**src/hdl/timer16_pkg.sv**
```systemverilog
package timer16_pkg;

    // ------------------------------------------------------------
    // Register indices (byte address is four times the index)
    // ------------------------------------------------------------
    localparam logic [7:0] IDX_CLK_EN_CTRL = 8'h00;
    localparam logic [7:0] IDX_CMP_WAVE_CTRL = 8'h01;
    localparam logic [7:0] IDX_OUT_VALUE_CTRL = 8'h02;
    localparam logic [7:0] IDX_DUAL_CTRL = 8'h03;
    localparam logic [7:0] IDX_CMD_DIR_CLR = 8'h04;
    localparam logic [7:0] IDX_CMD_DIR_SET = 8'h05;
    localparam logic [7:0] IDX_BV_CLR = 8'h06;
    localparam logic [7:0] IDX_BV_SET = 8'h07;
    localparam logic [7:0] IDX_TICK_COUNT = 8'h20;
    localparam logic [7:0] IDX_CYCLE_LEN = 8'h26;
    localparam logic [7:0] IDX_COMPARE_VALUE_0 = 8'h28;
    localparam logic [7:0] IDX_COMPARE_VALUE_1 = 8'h2a;
    localparam logic [7:0] IDX_COMPARE_VALUE_2 = 8'h2c;
    localparam logic [7:0] IDX_CYCLE_BUF = 8'h36;
    localparam logic [7:0] IDX_CYCLE_BUF_HIGH = 8'h37;
    localparam logic [7:0] IDX_CMP_BUF0 = 8'h38;
    localparam logic [7:0] IDX_CMP_BUF1 = 8'h3a;
    localparam logic [7:0] IDX_CMP_BUF2 = 8'h3c;

    // APB byte address of a register index
    function automatic logic [9:0] reg_addr(input logic [7:0] idx);
        reg_addr = {idx, 2'b00};
    endfunction

    // ------------------------------------------------------------
    // Field positions
    // ------------------------------------------------------------
    localparam int ENABLE_BIT = 0;
    localparam int TICK_DIVIDER_SELECT_LSB = 1;
    localparam int WAVE_MODE_LSB = 0;
    localparam int AUTO_HOLD_BIT = 3;
    localparam int CHAN_EN_LSB = 4;
    localparam int DIR_BIT = 0;
    localparam int HOLD_BIT = 1;
    localparam int CMD_LSB = 2;
    localparam int CYCLE_BV_BIT = 0;
    localparam int CHAN_BV_LSB = 1;
    localparam int CHANNELS = 3;

    // ------------------------------------------------------------
    // Modes, commands and reset values
    // ------------------------------------------------------------
    typedef enum logic [2:0] {
        WAVE_NORMAL = 3'h0,
        WAVE_FREQ = 3'h1,
        WAVE_SINGLE = 3'h3,
        WAVE_DS_TOP = 3'h5,
        WAVE_DS_BOTH = 3'h6,
        WAVE_DS_BOTTOM = 3'h7
    } wave_mode_type;

    localparam logic [1:0] CMD_NONE = 2'h0;
    localparam logic [1:0] CMD_UPDATE = 2'h1;
    localparam logic [1:0] CMD_RESTART = 2'h2;
    localparam logic [1:0] CMD_RESET = 2'h3;

    localparam logic [15:0] CYCLE_LEN_RESET = 16'hffff;
    localparam logic [15:0] COUNT_STEP = 16'h0001;
    localparam int PRESC_W = 10;

endpackage
```
**src/hdl/sixteen_bit_timer.sv**
```systemverilog
`timescale 1ns/10ps
// Overview of operation
// Clock-select bits 3:1 pick tick divide 1,2,4,8,16,64,256,1024.
// Bit 0 of first control register enables the timer.
// Enabled channel puts its wave output on the pin, else port value.
// Software sets the pin as output in the port block.
// Auto-hold write sets transfer hold until enabled buffers all valid.
// Then hold stays clear; next update copies buffers and sets hold.
// Without auto-hold the hardware never touches transfer hold.
// Wave mode bits 2:0 pick sequence, top, update and waveform.
// Plain counting mode makes no waveform output.
// Transfer hold blocks buffer transfer at update; clear allows it.
// Counter steps only on prescaled ticks while enabled.
module sixteen_bit_timer
(
    // Clock and reset
    input wire logic REF_CLK,
    input wire logic SRST,
    // APB slave
    input wire logic PSEL,
    input wire logic PENABLE,
    input wire logic PWRITE,
    input wire logic [9:0] PADDR,
    input wire logic [31:0] PWDATA,
    output logic [31:0] PRDATA,
    output logic PREADY,
    output logic PSLVERR,
    // Pins
    input wire logic [timer16_pkg::CHANNELS-1:0] PORT_OUT,
    output logic [timer16_pkg::CHANNELS-1:0] PIN_OUT
);
    import timer16_pkg::*;

    // ------------------------------------------------------------
    // State
    // ------------------------------------------------------------
    typedef struct packed {
        logic enable;
        logic [2:0] tick_divider_select;
        logic [CHANNELS-1:0] chan_en;
        logic auto_hold;
        logic [2:0] wave_mode;
        logic [CHANNELS-1:0] out_value;
        logic dual_sel;
        logic hold;
        logic dir;
        logic [CHANNELS:0] bv;
        logic [PRESC_W-1:0] presc;
        logic [15:0] count;
        logic [15:0] cycle_len;
        logic [15:0] cycle_buf;
        logic [CHANNELS-1:0][15:0] cmp;
        logic [CHANNELS-1:0][15:0] cmp_buf;
        logic [CHANNELS-1:0] wave;
        logic [CHANNELS-1:0] pin;
        logic [31:0] rdata;
        logic ready;
        logic slverr;
    } state_type;

    state_type st_r;
    state_type st_nxt;

    // Divider mask per clock-select code
    function automatic logic [PRESC_W-1:0] div_mask(input logic [2:0] sel);
        case (sel)
            3'h0: div_mask = 10'h000;
            3'h1: div_mask = 10'h001;
            3'h2: div_mask = 10'h003;
            3'h3: div_mask = 10'h007;
            3'h4: div_mask = 10'h00f;
            3'h5: div_mask = 10'h03f;
            3'h6: div_mask = 10'h0ff;
            default: div_mask = 10'h3ff;
        endcase
    endfunction

    // ------------------------------------------------------------
    // Next-state logic
    // ------------------------------------------------------------
    always_comb
    begin
        logic tick;
        logic update;
        logic force_update;
        logic [15:0] top;
        logic [15:0] wd16;
        logic [7:0] wd8;
        logic setup;
        logic wr;
        logic [7:0] idx;
        logic [1:0] cmd;
        logic [CHANNELS-1:0] chan_bv;
        logic hold_set;
        tick = 1'b0;
        update = 1'b0;
        force_update = 1'b0;
        top = 16'h0000;
        wd16 = PWDATA[15:0];
        wd8 = PWDATA[7:0];
        setup = PSEL && !PENABLE;
        wr = PSEL && PENABLE && st_r.ready && PWRITE;
        idx = PADDR[9:2];
        cmd = CMD_NONE;
        chan_bv = '0;
        hold_set = 1'b0;
        st_nxt = st_r;

        // Prescaler and tick
        if (st_r.enable)
        begin
            st_nxt.presc = st_r.presc + 10'h001;
            tick = (st_r.presc & div_mask(st_r.tick_divider_select))
                == div_mask(st_r.tick_divider_select);
        end
        else
        begin
            st_nxt.presc = '0;
        end

        // Counting sequence per wave mode
        top = (st_r.wave_mode == WAVE_FREQ) ? st_r.cmp[0]
            : st_r.cycle_len;
        if (tick)
        begin
            if (st_r.wave_mode >= WAVE_DS_TOP)
            begin
                if (!st_r.dir)
                begin
                    if (st_r.count >= top)
                    begin
                        st_nxt.dir = 1'b1;
                        st_nxt.count = st_r.count - COUNT_STEP;
                    end
                    else
                    begin
                        st_nxt.count = st_r.count + COUNT_STEP;
                    end
                end
                else if (st_r.count == 16'h0000)
                begin
                    st_nxt.dir = 1'b0;
                    st_nxt.count = COUNT_STEP;
                    update = 1'b1;
                end
                else
                begin
                    st_nxt.count = st_r.count - COUNT_STEP;
                end
            end
            else if (!st_r.dir)
            begin
                if (st_r.count >= top)
                begin
                    st_nxt.count = 16'h0000;
                    update = 1'b1;
                end
                else
                begin
                    st_nxt.count = st_r.count + COUNT_STEP;
                end
            end
            else if (st_r.count == 16'h0000)
            begin
                st_nxt.count = top;
                update = 1'b1;
            end
            else
            begin
                st_nxt.count = st_r.count - COUNT_STEP;
            end
        end

        // Waveform generation
        for (int n = 0; n < CHANNELS; n++)
        begin
            if (!st_r.enable)
                st_nxt.wave[n] = st_r.out_value[n];
            else if (st_r.wave_mode == WAVE_FREQ)
            begin
                if (tick && st_r.count == st_r.cmp[n])
                    st_nxt.wave[n] = !st_r.wave[n];
            end
            else
                st_nxt.wave[n] = st_nxt.count < st_r.cmp[n];
            // Pin override
            if (st_r.chan_en[n] && st_r.wave_mode != WAVE_NORMAL)
                st_nxt.pin[n] = st_r.wave[n];
            else
                st_nxt.pin[n] = PORT_OUT[n];
        end

        // Auto hold release once enabled buffers are valid
        chan_bv = st_r.bv[CHAN_BV_LSB +: CHANNELS];
        if (st_r.auto_hold && st_r.hold
            && (chan_bv & st_r.chan_en) == st_r.chan_en)
            st_nxt.hold = 1'b0;

        // Software command decode
        if (wr && (idx == IDX_CMD_DIR_SET || idx == IDX_CMD_DIR_CLR))
            cmd = PWDATA[CMD_LSB +: 2];
        force_update = (cmd == CMD_UPDATE);

        // Buffer transfer at update
        if ((update || force_update) && !st_r.hold)
        begin
            if (st_r.bv[CYCLE_BV_BIT])
                st_nxt.cycle_len = st_r.cycle_buf;
            for (int n = 0; n < CHANNELS; n++)
            begin
                if (st_r.bv[CHAN_BV_LSB + n])
                    st_nxt.cmp[n] = st_r.cmp_buf[n];
            end
            st_nxt.bv = '0;
            if (st_r.auto_hold)
            begin
                st_nxt.hold = 1'b1;
                hold_set = 1'b1;
            end
        end

        if (cmd == CMD_RESTART)
        begin
            st_nxt.count = 16'h0000;
            st_nxt.dir = 1'b0;
            st_nxt.presc = '0;
        end

        // Register writes (take effect at the access edge)
        if (wr)
        begin
            case (idx)
                IDX_CLK_EN_CTRL:
                begin
                    st_nxt.enable = wd8[ENABLE_BIT];
                    st_nxt.tick_divider_select = wd8[TICK_DIVIDER_SELECT_LSB +: 3];
                end
                IDX_CMP_WAVE_CTRL:
                begin
                    st_nxt.chan_en = wd8[CHAN_EN_LSB +: CHANNELS];
                    st_nxt.auto_hold = wd8[AUTO_HOLD_BIT];
                    st_nxt.wave_mode = wd8[WAVE_MODE_LSB +: 3];
                    if (wd8[AUTO_HOLD_BIT])
                        st_nxt.hold = 1'b1;
                end
                IDX_OUT_VALUE_CTRL: st_nxt.out_value = wd8[CHANNELS-1:0];
                IDX_DUAL_CTRL: st_nxt.dual_sel = wd8[0];
                IDX_CMD_DIR_CLR:
                begin
                    // Hardware set of transfer hold beats a software clear
                    if (wd8[HOLD_BIT] && !hold_set)
                        st_nxt.hold = 1'b0;
                    if (wd8[DIR_BIT])
                        st_nxt.dir = 1'b0;
                end
                IDX_CMD_DIR_SET:
                begin
                    if (wd8[HOLD_BIT])
                        st_nxt.hold = 1'b1;
                    if (wd8[DIR_BIT])
                        st_nxt.dir = 1'b1;
                end
                IDX_BV_CLR: st_nxt.bv = st_nxt.bv & ~wd8[CHANNELS:0];
                IDX_BV_SET: st_nxt.bv = st_nxt.bv | wd8[CHANNELS:0];
                IDX_TICK_COUNT: st_nxt.count = wd16;
                IDX_CYCLE_LEN: st_nxt.cycle_len = wd16;
                IDX_COMPARE_VALUE_0: st_nxt.cmp[0] = wd16;
                IDX_COMPARE_VALUE_1: st_nxt.cmp[1] = wd16;
                IDX_COMPARE_VALUE_2: st_nxt.cmp[2] = wd16;
                IDX_CYCLE_BUF:
                begin
                    st_nxt.cycle_buf = wd16;
                    st_nxt.bv[CYCLE_BV_BIT] = 1'b1;
                end
                IDX_CYCLE_BUF_HIGH:
                begin
                    st_nxt.cycle_buf[15:8] = wd8;
                    st_nxt.bv[CYCLE_BV_BIT] = 1'b1;
                end
                IDX_CMP_BUF0:
                begin
                    st_nxt.cmp_buf[0] = wd16;
                    st_nxt.bv[CHAN_BV_LSB] = 1'b1;
                end
                IDX_CMP_BUF1:
                begin
                    st_nxt.cmp_buf[1] = wd16;
                    st_nxt.bv[CHAN_BV_LSB + 1] = 1'b1;
                end
                IDX_CMP_BUF2:
                begin
                    st_nxt.cmp_buf[2] = wd16;
                    st_nxt.bv[CHAN_BV_LSB + 2] = 1'b1;
                end
                default: st_nxt.bv = st_nxt.bv;
            endcase
        end

        // Hard reset command, ignored while enabled
        if (cmd == CMD_RESET && !st_r.enable)
        begin
            st_nxt.count = 16'h0000;
            st_nxt.dir = 1'b0;
            st_nxt.hold = 1'b0;
            st_nxt.bv = '0;
            st_nxt.cycle_len = CYCLE_LEN_RESET;
            st_nxt.cycle_buf = CYCLE_LEN_RESET;
            st_nxt.cmp = '0;
            st_nxt.cmp_buf = '0;
        end

        // APB read data, ready and error captured in setup phase
        st_nxt.ready = setup;
        st_nxt.slverr = 1'b0;
        st_nxt.rdata = 32'h0000_0000;
        if (setup)
        begin
            case (idx)
                IDX_CLK_EN_CTRL:
                    st_nxt.rdata[3:0] = {st_r.tick_divider_select, st_r.enable};
                IDX_CMP_WAVE_CTRL:
                    st_nxt.rdata[6:0] = {st_r.chan_en, st_r.auto_hold,
                        st_r.wave_mode};
                IDX_OUT_VALUE_CTRL:
                    st_nxt.rdata[CHANNELS-1:0] = st_r.out_value;
                IDX_DUAL_CTRL: st_nxt.rdata[0] = st_r.dual_sel;
                IDX_CMD_DIR_CLR, IDX_CMD_DIR_SET:
                    st_nxt.rdata[1:0] = {st_r.hold, st_r.dir};
                IDX_BV_CLR, IDX_BV_SET:
                    st_nxt.rdata[CHANNELS:0] = st_r.bv;
                IDX_TICK_COUNT: st_nxt.rdata[15:0] = st_r.count;
                IDX_CYCLE_LEN: st_nxt.rdata[15:0] = st_r.cycle_len;
                IDX_COMPARE_VALUE_0: st_nxt.rdata[15:0] = st_r.cmp[0];
                IDX_COMPARE_VALUE_1: st_nxt.rdata[15:0] = st_r.cmp[1];
                IDX_COMPARE_VALUE_2: st_nxt.rdata[15:0] = st_r.cmp[2];
                IDX_CYCLE_BUF: st_nxt.rdata[15:0] = st_r.cycle_buf;
                IDX_CYCLE_BUF_HIGH:
                    st_nxt.rdata[7:0] = st_r.cycle_buf[15:8];
                IDX_CMP_BUF0: st_nxt.rdata[15:0] = st_r.cmp_buf[0];
                IDX_CMP_BUF1: st_nxt.rdata[15:0] = st_r.cmp_buf[1];
                IDX_CMP_BUF2: st_nxt.rdata[15:0] = st_r.cmp_buf[2];
                default: st_nxt.slverr = 1'b1;
            endcase
        end
    end

    // ------------------------------------------------------------
    // State register
    // ------------------------------------------------------------
    always_ff @(posedge REF_CLK)
    begin
        if (SRST)
        begin
            st_r <= '0;
            // Cycle length and its buffer leave reset at all ones
            st_r.cycle_len <= CYCLE_LEN_RESET;
            st_r.cycle_buf <= CYCLE_LEN_RESET;
        end
        else
        begin
            st_r <= st_nxt;
        end
    end

    // Outputs straight from flip-flops
    assign PRDATA = st_r.rdata;
    assign PREADY = st_r.ready;
    assign PSLVERR = st_r.slverr;
    assign PIN_OUT = st_r.pin;

endmodule

```
**config.mk**
```make
export PLATFORM = sky130hd
export DESIGN_NAME = sixteen_bit_timer
export DESIGN_NICKNAME = d
export VERILOG_FILES = /design/src/hdl/timer16_pkg.sv /design/src/hdl/sixteen_bit_timer.sv
export SDC_FILE = /design/constraint.sdc
export NUM_CORES = 1
export LEC_CHECK = 0
export BUFFER_PORTS_ARGS = -buffer_cell sky130_fd_sc_hd__buf_4
export CORE_UTILIZATION = 49
export CTS_CLUSTER_DIAMETER = 50
export DETAILED_ROUTE_END_ITERATION = 7
export PLACE_DENSITY_LB_ADDON = 0.15
export SYNTH_ARGS = -nofsm -noshare
export SYNTH_HDL_FRONTEND = slang
export SYNTH_SLANG_ARGS = --single-unit
```
**constraint.sdc**
```tcl
create_clock -name REF_CLK -period 5.8 [get_ports REF_CLK]
set_input_delay 1.16 -clock REF_CLK [delete_from_list [all_inputs] [get_ports REF_CLK]]
set_output_delay 1.16 -clock REF_CLK [all_outputs]
set_load 0.02 [all_outputs]
```
Yosys cells after proc, flatten, opt, wreduce, memory -nomap -nowiden

Cells that the tools add are included.

Add/subtract/negate cells: 3
$lt $le $gt $ge: 5
Equal/unequal tests: 35
Mux-type cells: 80
Bitwise gates (word level): 7
Reductions and logical operators: 46

Operator list:

| kind                                                | count |
|---|---|
| two-way mux 16 bit                                  | 23 |
| two-way mux 144 bit                                 | 1 |
| == test 8 x 6 -> 1 bit (second input constant)      | 10 |
| case mux 8 bit (9 select lines)                     | 1 |
| case mux 10 bit (7 select lines)                    | 1 |
| == test 16 bit                                      | 3 |
| < comparator 16 bit                                 | 3 |
| two-way mux 48 bit                                  | 1 |
| two-way mux 1 bit                                   | 35 |
| case mux 3 bit (11 select lines)                    | 1 |
| == test 8 x 3 -> 1 bit (second input constant)      | 4 |
| AND reduction 2 bit                                 | 9 |
| OR reduction 18 bit                                 | 1 |
| adder 16 x 1 -> 16 bit (second input constant)      | 1 |
| == test 8 x 2 -> 1 bit (second input constant)      | 2 |
| greater-or-equal comparator 16 bit                  | 1 |
| logical AND 1 bit                                   | 16 |
| logical NOT 16 bit                                  | 1 |
| case mux 1 bit (16 select lines)                    | 1 |
| case mux 8 bit (2 select lines)                     | 1 |
| subtractor 16 x 1 -> 16 bit (second input constant) | 1 |
| case mux 1 bit (15 select lines)                    | 1 |
| case mux 1 bit (3 select lines)                     | 5 |
| case mux 1 bit (14 select lines)                    | 1 |
| other kinds (33)                                    | 52 |

Flip-flop bits (word level): 215
Bits of input ports: 50
Output and inout bits: 37
Word-level logic and storage cells: 205

Depth between registers and ports, before layout

Depth after elaboration: 15
Gate-level depth with buffers: 21
Mapped depth without buffers: 19

Worst setup path before layout

No wires, ideal clock.

Path kind: flip-flop to flip-flop
Start point: reg st_r[204] (netlist name)
End point: reg st_r[39] (netlist name)
Library setup time: 86 ps
Data arrival time: 4849 ps
Setup slack: 866 ps
Stages on the path, launching flop included: 21
Buffers on the path: 2
Period minus slack after synthesis: 4934 ps
Cell sequence: dfxtp_1 nor3b_1 buf_2 mux2i_1 ha_1 nand4_2 nor3_2 or4b_1 nand3_1 nand3_1 buf_2 o31a_1 o21ai_1 a22o_1 ha_1 a21o_1 a21o_1 a2111oi_0 o21a_1 a221oi_1 a211oi_1

Word-level cells in the longest chain between the ends: 10
Elaborated cells on any way between the ends: 15

Ends and longest elaborated chain:

| element                                      | line                                               | text |
|---|---|---|
| start, declared                              | sixteen_bit_timer.sv:61                            | `state_type st_r;` |
| start signal, assigned                       | sixteen_bit_timer.sv:361                           | `st_r <= st_nxt;` |
| == test 3 x 1 -> 1 bit                       | sixteen_bit_timer.sv:122, sixteen_bit_timer.sv:179 |  |
| two-way mux 16 bit                           | sixteen_bit_timer.sv:122                           | `top = (st_r.wave_mode == WAVE_FREQ) ? st_r.cmp[0]` |
| greater-or-equal comparator 16 bit           | sixteen_bit_timer.sv:130, sixteen_bit_timer.sv:153 |  |
| two-way mux 16 bit, on equally long branches | sixteen_bit_timer.sv:153, sixteen_bit_timer.sv:130 |  |
| two-way mux 16 bit, on equally long branches | sixteen_bit_timer.sv:151, sixteen_bit_timer.sv:128 |  |
| two-way mux 16 bit                           | sixteen_bit_timer.sv:126                           | `if (st_r.wave_mode >= WAVE_DS_TOP)` |
| two-way mux 16 bit                           | sixteen_bit_timer.sv:124                           | `if (tick)` |
| < comparator 16 bit                          | sixteen_bit_timer.sv:185                           | `st_nxt.wave[n] = st_nxt.count < st_r.cmp[n];` |
| two-way mux 1 bit                            | sixteen_bit_timer.sv:179                           | `else if (st_r.wave_mode == WAVE_FREQ)` |
| two-way mux 1 bit                            | sixteen_bit_timer.sv:177                           | `if (!st_r.enable)` |

Parallel ways exist; a longest one is shown, timed or not.
A chain may end at the register's enable or synchronous reset.

Final worst setup path

Ends and elaborated chain as after synthesis.

==> results summary <==
The run finished, with violations left. The final reports fail on design-rule violations. The critical path is of the register to register type.

Timing analysis after detailed placement gives a worst setup slack of 0.442 ns. Counting the buffers created by CTS gives 17. In the routed design, unresolved DRC markers number 16. The transition time at the pin with the least slew margin is 1.22 ns.

The fraction of the mapped netlist area in adder cells came out at 6.55%. The beginning of the critical path is st_r[204]. The fraction of met2 tracks used by global routing came out at 52.4%. The share of the cycle needed by the critical path after routing came out at 93.1%.

STA classifies the critical path endpoint as a register. The HPWL reported at the end of detailed placement came out at 33.0 mm. The clock sink count came out at 199. Traced cell by cell, the critical path runs through nor3b_2 > buf_4 > mux2i_1 > ha_1 > nand4_2 > nor3_2 > or4b_1 > and3_1 > nor2_1 > a21oi_1 > o22ai_1 > ha_1 > nand4_1 > nor3_1 > a2111oi_1 > o21a_1 > a221oi_1 > a211oi_1.

For this run, asynchronously set or reset flops after synthesis account for 0%. The worst path meets setup with 0.402 ns of slack. After synthesis, the largest family of logic cells by area is compound AO/OA/AOI/OAI gates. The critical path required time is 6.15 ns. The number of warnings issued by yosys is 0. The synthesized design spends more area on one cell type than any other, namely sky130_fd_sc_hd__dfxtp_1. The leading cell type in the layout, fill and taps excluded is sky130_fd_sc_hd__nand2_1.

The fraction of post-synthesis cell area in the top cell type by area came out at 32.1%. The top-level port count came out at 87. On the critical path, the stage with the largest delay is an instance of sky130_fd_sc_hd__o22ai_1. The floorplan step defined a core boundary enclosing 24,600 um2. The analysis attributes to cell leakage a power of 4.80 nW. The pin count of the biggest net entering global routing is 68. For the worst setup path, the data arrival time is 5.75 ns.

The headroom to the max-slew limit came out at 18.5%. The number of different library cells in the post-synthesis netlist is 85. The internal power of the cells is 1.97 mW. Summed over all layers, the global routing overflow is 0.

The post-synthesis mux area share came out at 1.63%. The library cell used as clock root buffer is sky130_fd_sc_hd__clkbuf_16. The switching power share of the total is 26.6%.

Counting both buffers and inverters, the worst setup path holds a total of 1. The kind of cell with the highest combined delay along the critical path is simple AND/OR/NAND/NOR gates. The die footprint came out at 26,000 um2. The register bit total from synthesis is 199. The power spent charging and discharging nets came out at 712 uW. The part of the power in registers is 51.0%. The effective utilization at floorplan came out at 50.5%. Global routing used 8.22% of the available met3 tracks.

The number of maximum-capacitance constraint violations came out at 0. The final critical delay including setup and external delays is 5.40 ns. The number of standard cells after synthesis came out at 1,645. The clock transition at the register clock pins on the worst setup and hold paths after CTS is 0.08 ns. The sequential-to-total area share from yosys stat came out at 32.1%. The number of enable flip-flop cells after synthesis is 0. A synthesized cell averages 7.55 um2. The number of buffers between clock root and the deepest sink is 2. The final number of max-transition violations is 0. The largest fanout on the critical path came out at 13. The met1 layer usage reported by global route is 49.3%.

The post-synthesis simple-gate area fraction came out at 22.6%. The via count is 12,600. Port buffering added 52 buffers.

The final routed wirelength across all metal layers is 45.9 mm. Using the TritonRoute via totals, the vias-per-cell ratio works out to 6.55. The global-route layer with the greatest usage is met2. The final weighted congestion of routability-driven global placement came out at 0.965. 0 antenna diodes ended up in the layout. The chip width came out at 161 um. The final count of negative-setup-slack endpoints is 0. The library cells used most frequently in the layout, excluding fill and tap cells, are 329 x sky130_fd_sc_hd__nand2_1, 199 x sky130_fd_sc_hd__dfxtp_1, 104 x sky130_fd_sc_hd__a21oi_1. After the first detailed-routing iteration, the DRC count stood at 2,002. The nature of the critical path startpoint is a register. The number of antenna-violating nets in the routed design came out at 0.

Of the cells placed in the final design, the portion with a size suffix greater than 1 is 8.66%. The final setup skew came out at 0.0149 ns. The clock network accounts for 44.5% of the total power. The hold violation total from the final report came out at 0.

TritonCTS built the clock tree. For this design, the CTS-stage hold fixing added 0 buffers. For this run, the slowest stage of the critical path takes 0.55 ns. In the post-synthesis netlist, the biggest area contributors are sky130_fd_sc_hd__dfxtp_1 32%, sky130_fd_sc_hd__nand2_1 9.9%, sky130_fd_sc_hd__ha_1 6.5%. The most used flip-flop cell after synthesis is sky130_fd_sc_hd__dfxtp_1. The clock tree synthesis step divided the H-tree into 4 levels. The proportion of power drawn by combinational gates is 4.5%. Global routing used 35.2% of the available tracks across all layers. The path class of the tightest hold or removal check is register to register. The first TritonRoute pass finished after 8 iterations.

The compound-gate portion of the synthesized area is 24.2%. The die span in y is 161 um. Compared with the post-synthesis result, the final layout area differs by 7.17%. The dominant cell type by count on the critical path is sky130_fd_sc_hd__ha_1. The final-stage net count is 1,707.

The peak supply drop is 0.150 mV. Setup repair after global routing left no endpoint under its margin. The parity-gate share of the synthesized area counting xor and xnor cells is 4.58%. The worst register-to-register path begins at st_r[204]. The mapped netlist covers 12,400 um2. The wire length per cell is 23.8 um. The highest attainable clock frequency is 185 MHz.

The final sum of negative setup slack is 0 ns. The via count of the first global-routing pass was 11,400. The worst hold path begins at st_r[57].

After floorplanning, the core was divided into 57 placement rows. The clock insertion delay at the later pin of the skew report is 0.44 ns. The initial antenna violation count is 0. In this run the power density over the cells is 201 nW/um2. The wire length of the first global-routing pass is 69.8 mm.
## power groups by stage
stage	logic (mW)	clock network (mW)	registers (mW)
floorplan	0.0791	0	1.40
global placement	0.116	0	1.40
detailed placement	0.118	0	1.40
CTS	0.118	1.18	1.37
global route	0.128	1.25	1.37
finish	0.122	1.19	1.37
## flip-flops by register name, indices dropped and copies added, names as in the netlist
signal / cells
PIN_OUT: 3
PRDATA: 16
PREADY: 1
PSLVERR: 1
st_r: 178
## final timing paths
check | cells past startpoint | end | slack [ns]
setup / recovery | 18 | st_r[39] | 0.40
hold / removal | 2 | st_r[57] | 0.48
setup reg to reg | 18 | st_r[39] | 0.40
hold reg to reg | 2 | st_r[57] | 0.48
## cell families (layout without fill, tap and decap cells)
logic type      Yosys count  after routing
simple gates            616            616
compound gates          454            454
buf+inv                 225            170
flops                   199            199
fa+ha+maj                65             65
xor+xnor                 65             65
mux                      20             20
other cells               1             16
## routing by layer
metal	routed length [um]	up-vias	share of wire (%)
li1	-	5747	-
met1	19300	5942	42
met2	19600	813	43
met3	5340	126	12
met4	1650	0	3.6
met5	0	-	0
## cells in the mapped netlist (4+ instances only)
cell type / number
sky130_fd_sc_hd__o211ai_1: 4
sky130_fd_sc_hd__nor3_1: 30
sky130_fd_sc_hd__clkbuf_1: 96
sky130_fd_sc_hd__buf_4: 42
sky130_fd_sc_hd__clkbuf_2: 5
sky130_fd_sc_hd__o21ai_0: 71
sky130_fd_sc_hd__a22oi_1: 32
sky130_fd_sc_hd__o221ai_1: 5
sky130_fd_sc_hd__or2_2: 4
sky130_fd_sc_hd__nand2_1: 329
sky130_fd_sc_hd__nor2b_1: 4
sky130_fd_sc_hd__or3_1: 7
sky130_fd_sc_hd__and2_1: 10
sky130_fd_sc_hd__a221oi_1: 16
sky130_fd_sc_hd__o21ai_1: 10
sky130_fd_sc_hd__nand3_1: 46
sky130_fd_sc_hd__mux2i_1: 18
sky130_fd_sc_hd__nand4_1: 32
sky130_fd_sc_hd__nor4_1: 16
sky130_fd_sc_hd__o311ai_0: 8
sky130_fd_sc_hd__a21oi_1: 104
sky130_fd_sc_hd__xnor2_1: 60
sky130_fd_sc_hd__a21o_1: 15
sky130_fd_sc_hd__and3_1: 8
sky130_fd_sc_hd__xor2_1: 5
sky130_fd_sc_hd__nor2_1: 93
sky130_fd_sc_hd__a211oi_1: 11
sky130_fd_sc_hd__nand2b_1: 10
sky130_fd_sc_hd__o22ai_1: 8
sky130_fd_sc_hd__dfxtp_1: 199
sky130_fd_sc_hd__a222oi_1: 17
sky130_fd_sc_hd__a311oi_1: 4
sky130_fd_sc_hd__ha_1: 65
sky130_fd_sc_hd__o21a_1: 4
sky130_fd_sc_hd__buf_2: 10
sky130_fd_sc_hd__inv_1: 60
sky130_fd_sc_hd__a31oi_1: 85
sky130_fd_sc_hd__buf_1: 11
sky130_fd_sc_hd__a22o_1: 30
## worst register-to-register path, stage by stage (launching register included)
cell and delay (ns):
sky130_fd_sc_hd__dfxtp_1 0.48, sky130_fd_sc_hd__nor3b_2 0.22, sky130_fd_sc_hd__buf_4 0.27, sky130_fd_sc_hd__mux2i_1 0.38
sky130_fd_sc_hd__ha_1 0.21, sky130_fd_sc_hd__nand4_2 0.12, sky130_fd_sc_hd__nor3_2 0.26, sky130_fd_sc_hd__or4b_1 0.50
sky130_fd_sc_hd__and3_1 0.29, sky130_fd_sc_hd__nor2_1 0.42, sky130_fd_sc_hd__a21oi_1 0.13, sky130_fd_sc_hd__o22ai_1 0.55
sky130_fd_sc_hd__ha_1 0.36, sky130_fd_sc_hd__nand4_1 0.14, sky130_fd_sc_hd__nor3_1 0.08, sky130_fd_sc_hd__a2111oi_1 0.36
sky130_fd_sc_hd__o21a_1 0.24, sky130_fd_sc_hd__a221oi_1 0.09, sky130_fd_sc_hd__a211oi_1 0.23
## what timing repair did
| action | CTS | global route |
|---|---|---|
| gates resized for setup | 0 | 2 |
| buffers inserted | 0 | 0 |
| setup endpoints to repair | 0 | 1 |
## area by class of cell
type	instances	area, um2
multi-input combinational	1236	7550
fill	2399	11300
clock buffer	18	429
inverter	60	225
clock inverter	14	135
tap	324	405
sequential	199	3980
timing repair buffer	78	586
## stage by stage
step	instances	instance area [um2]	total power [mW]	utilization [%]	hold slack (ns)
floorplan	1660	12500	1.48	-	0.444
global placement	1897	12700	1.52	51.8	0.460
detailed placement	1897	12700	1.52	51.8	0.464
CTS	1929	13300	2.67	54.1	0.474
global route	1929	13300	2.74	54.1	0.494
finish	1929	13300	2.68	54.1	0.477
Power figures use the tool's default switching activity.
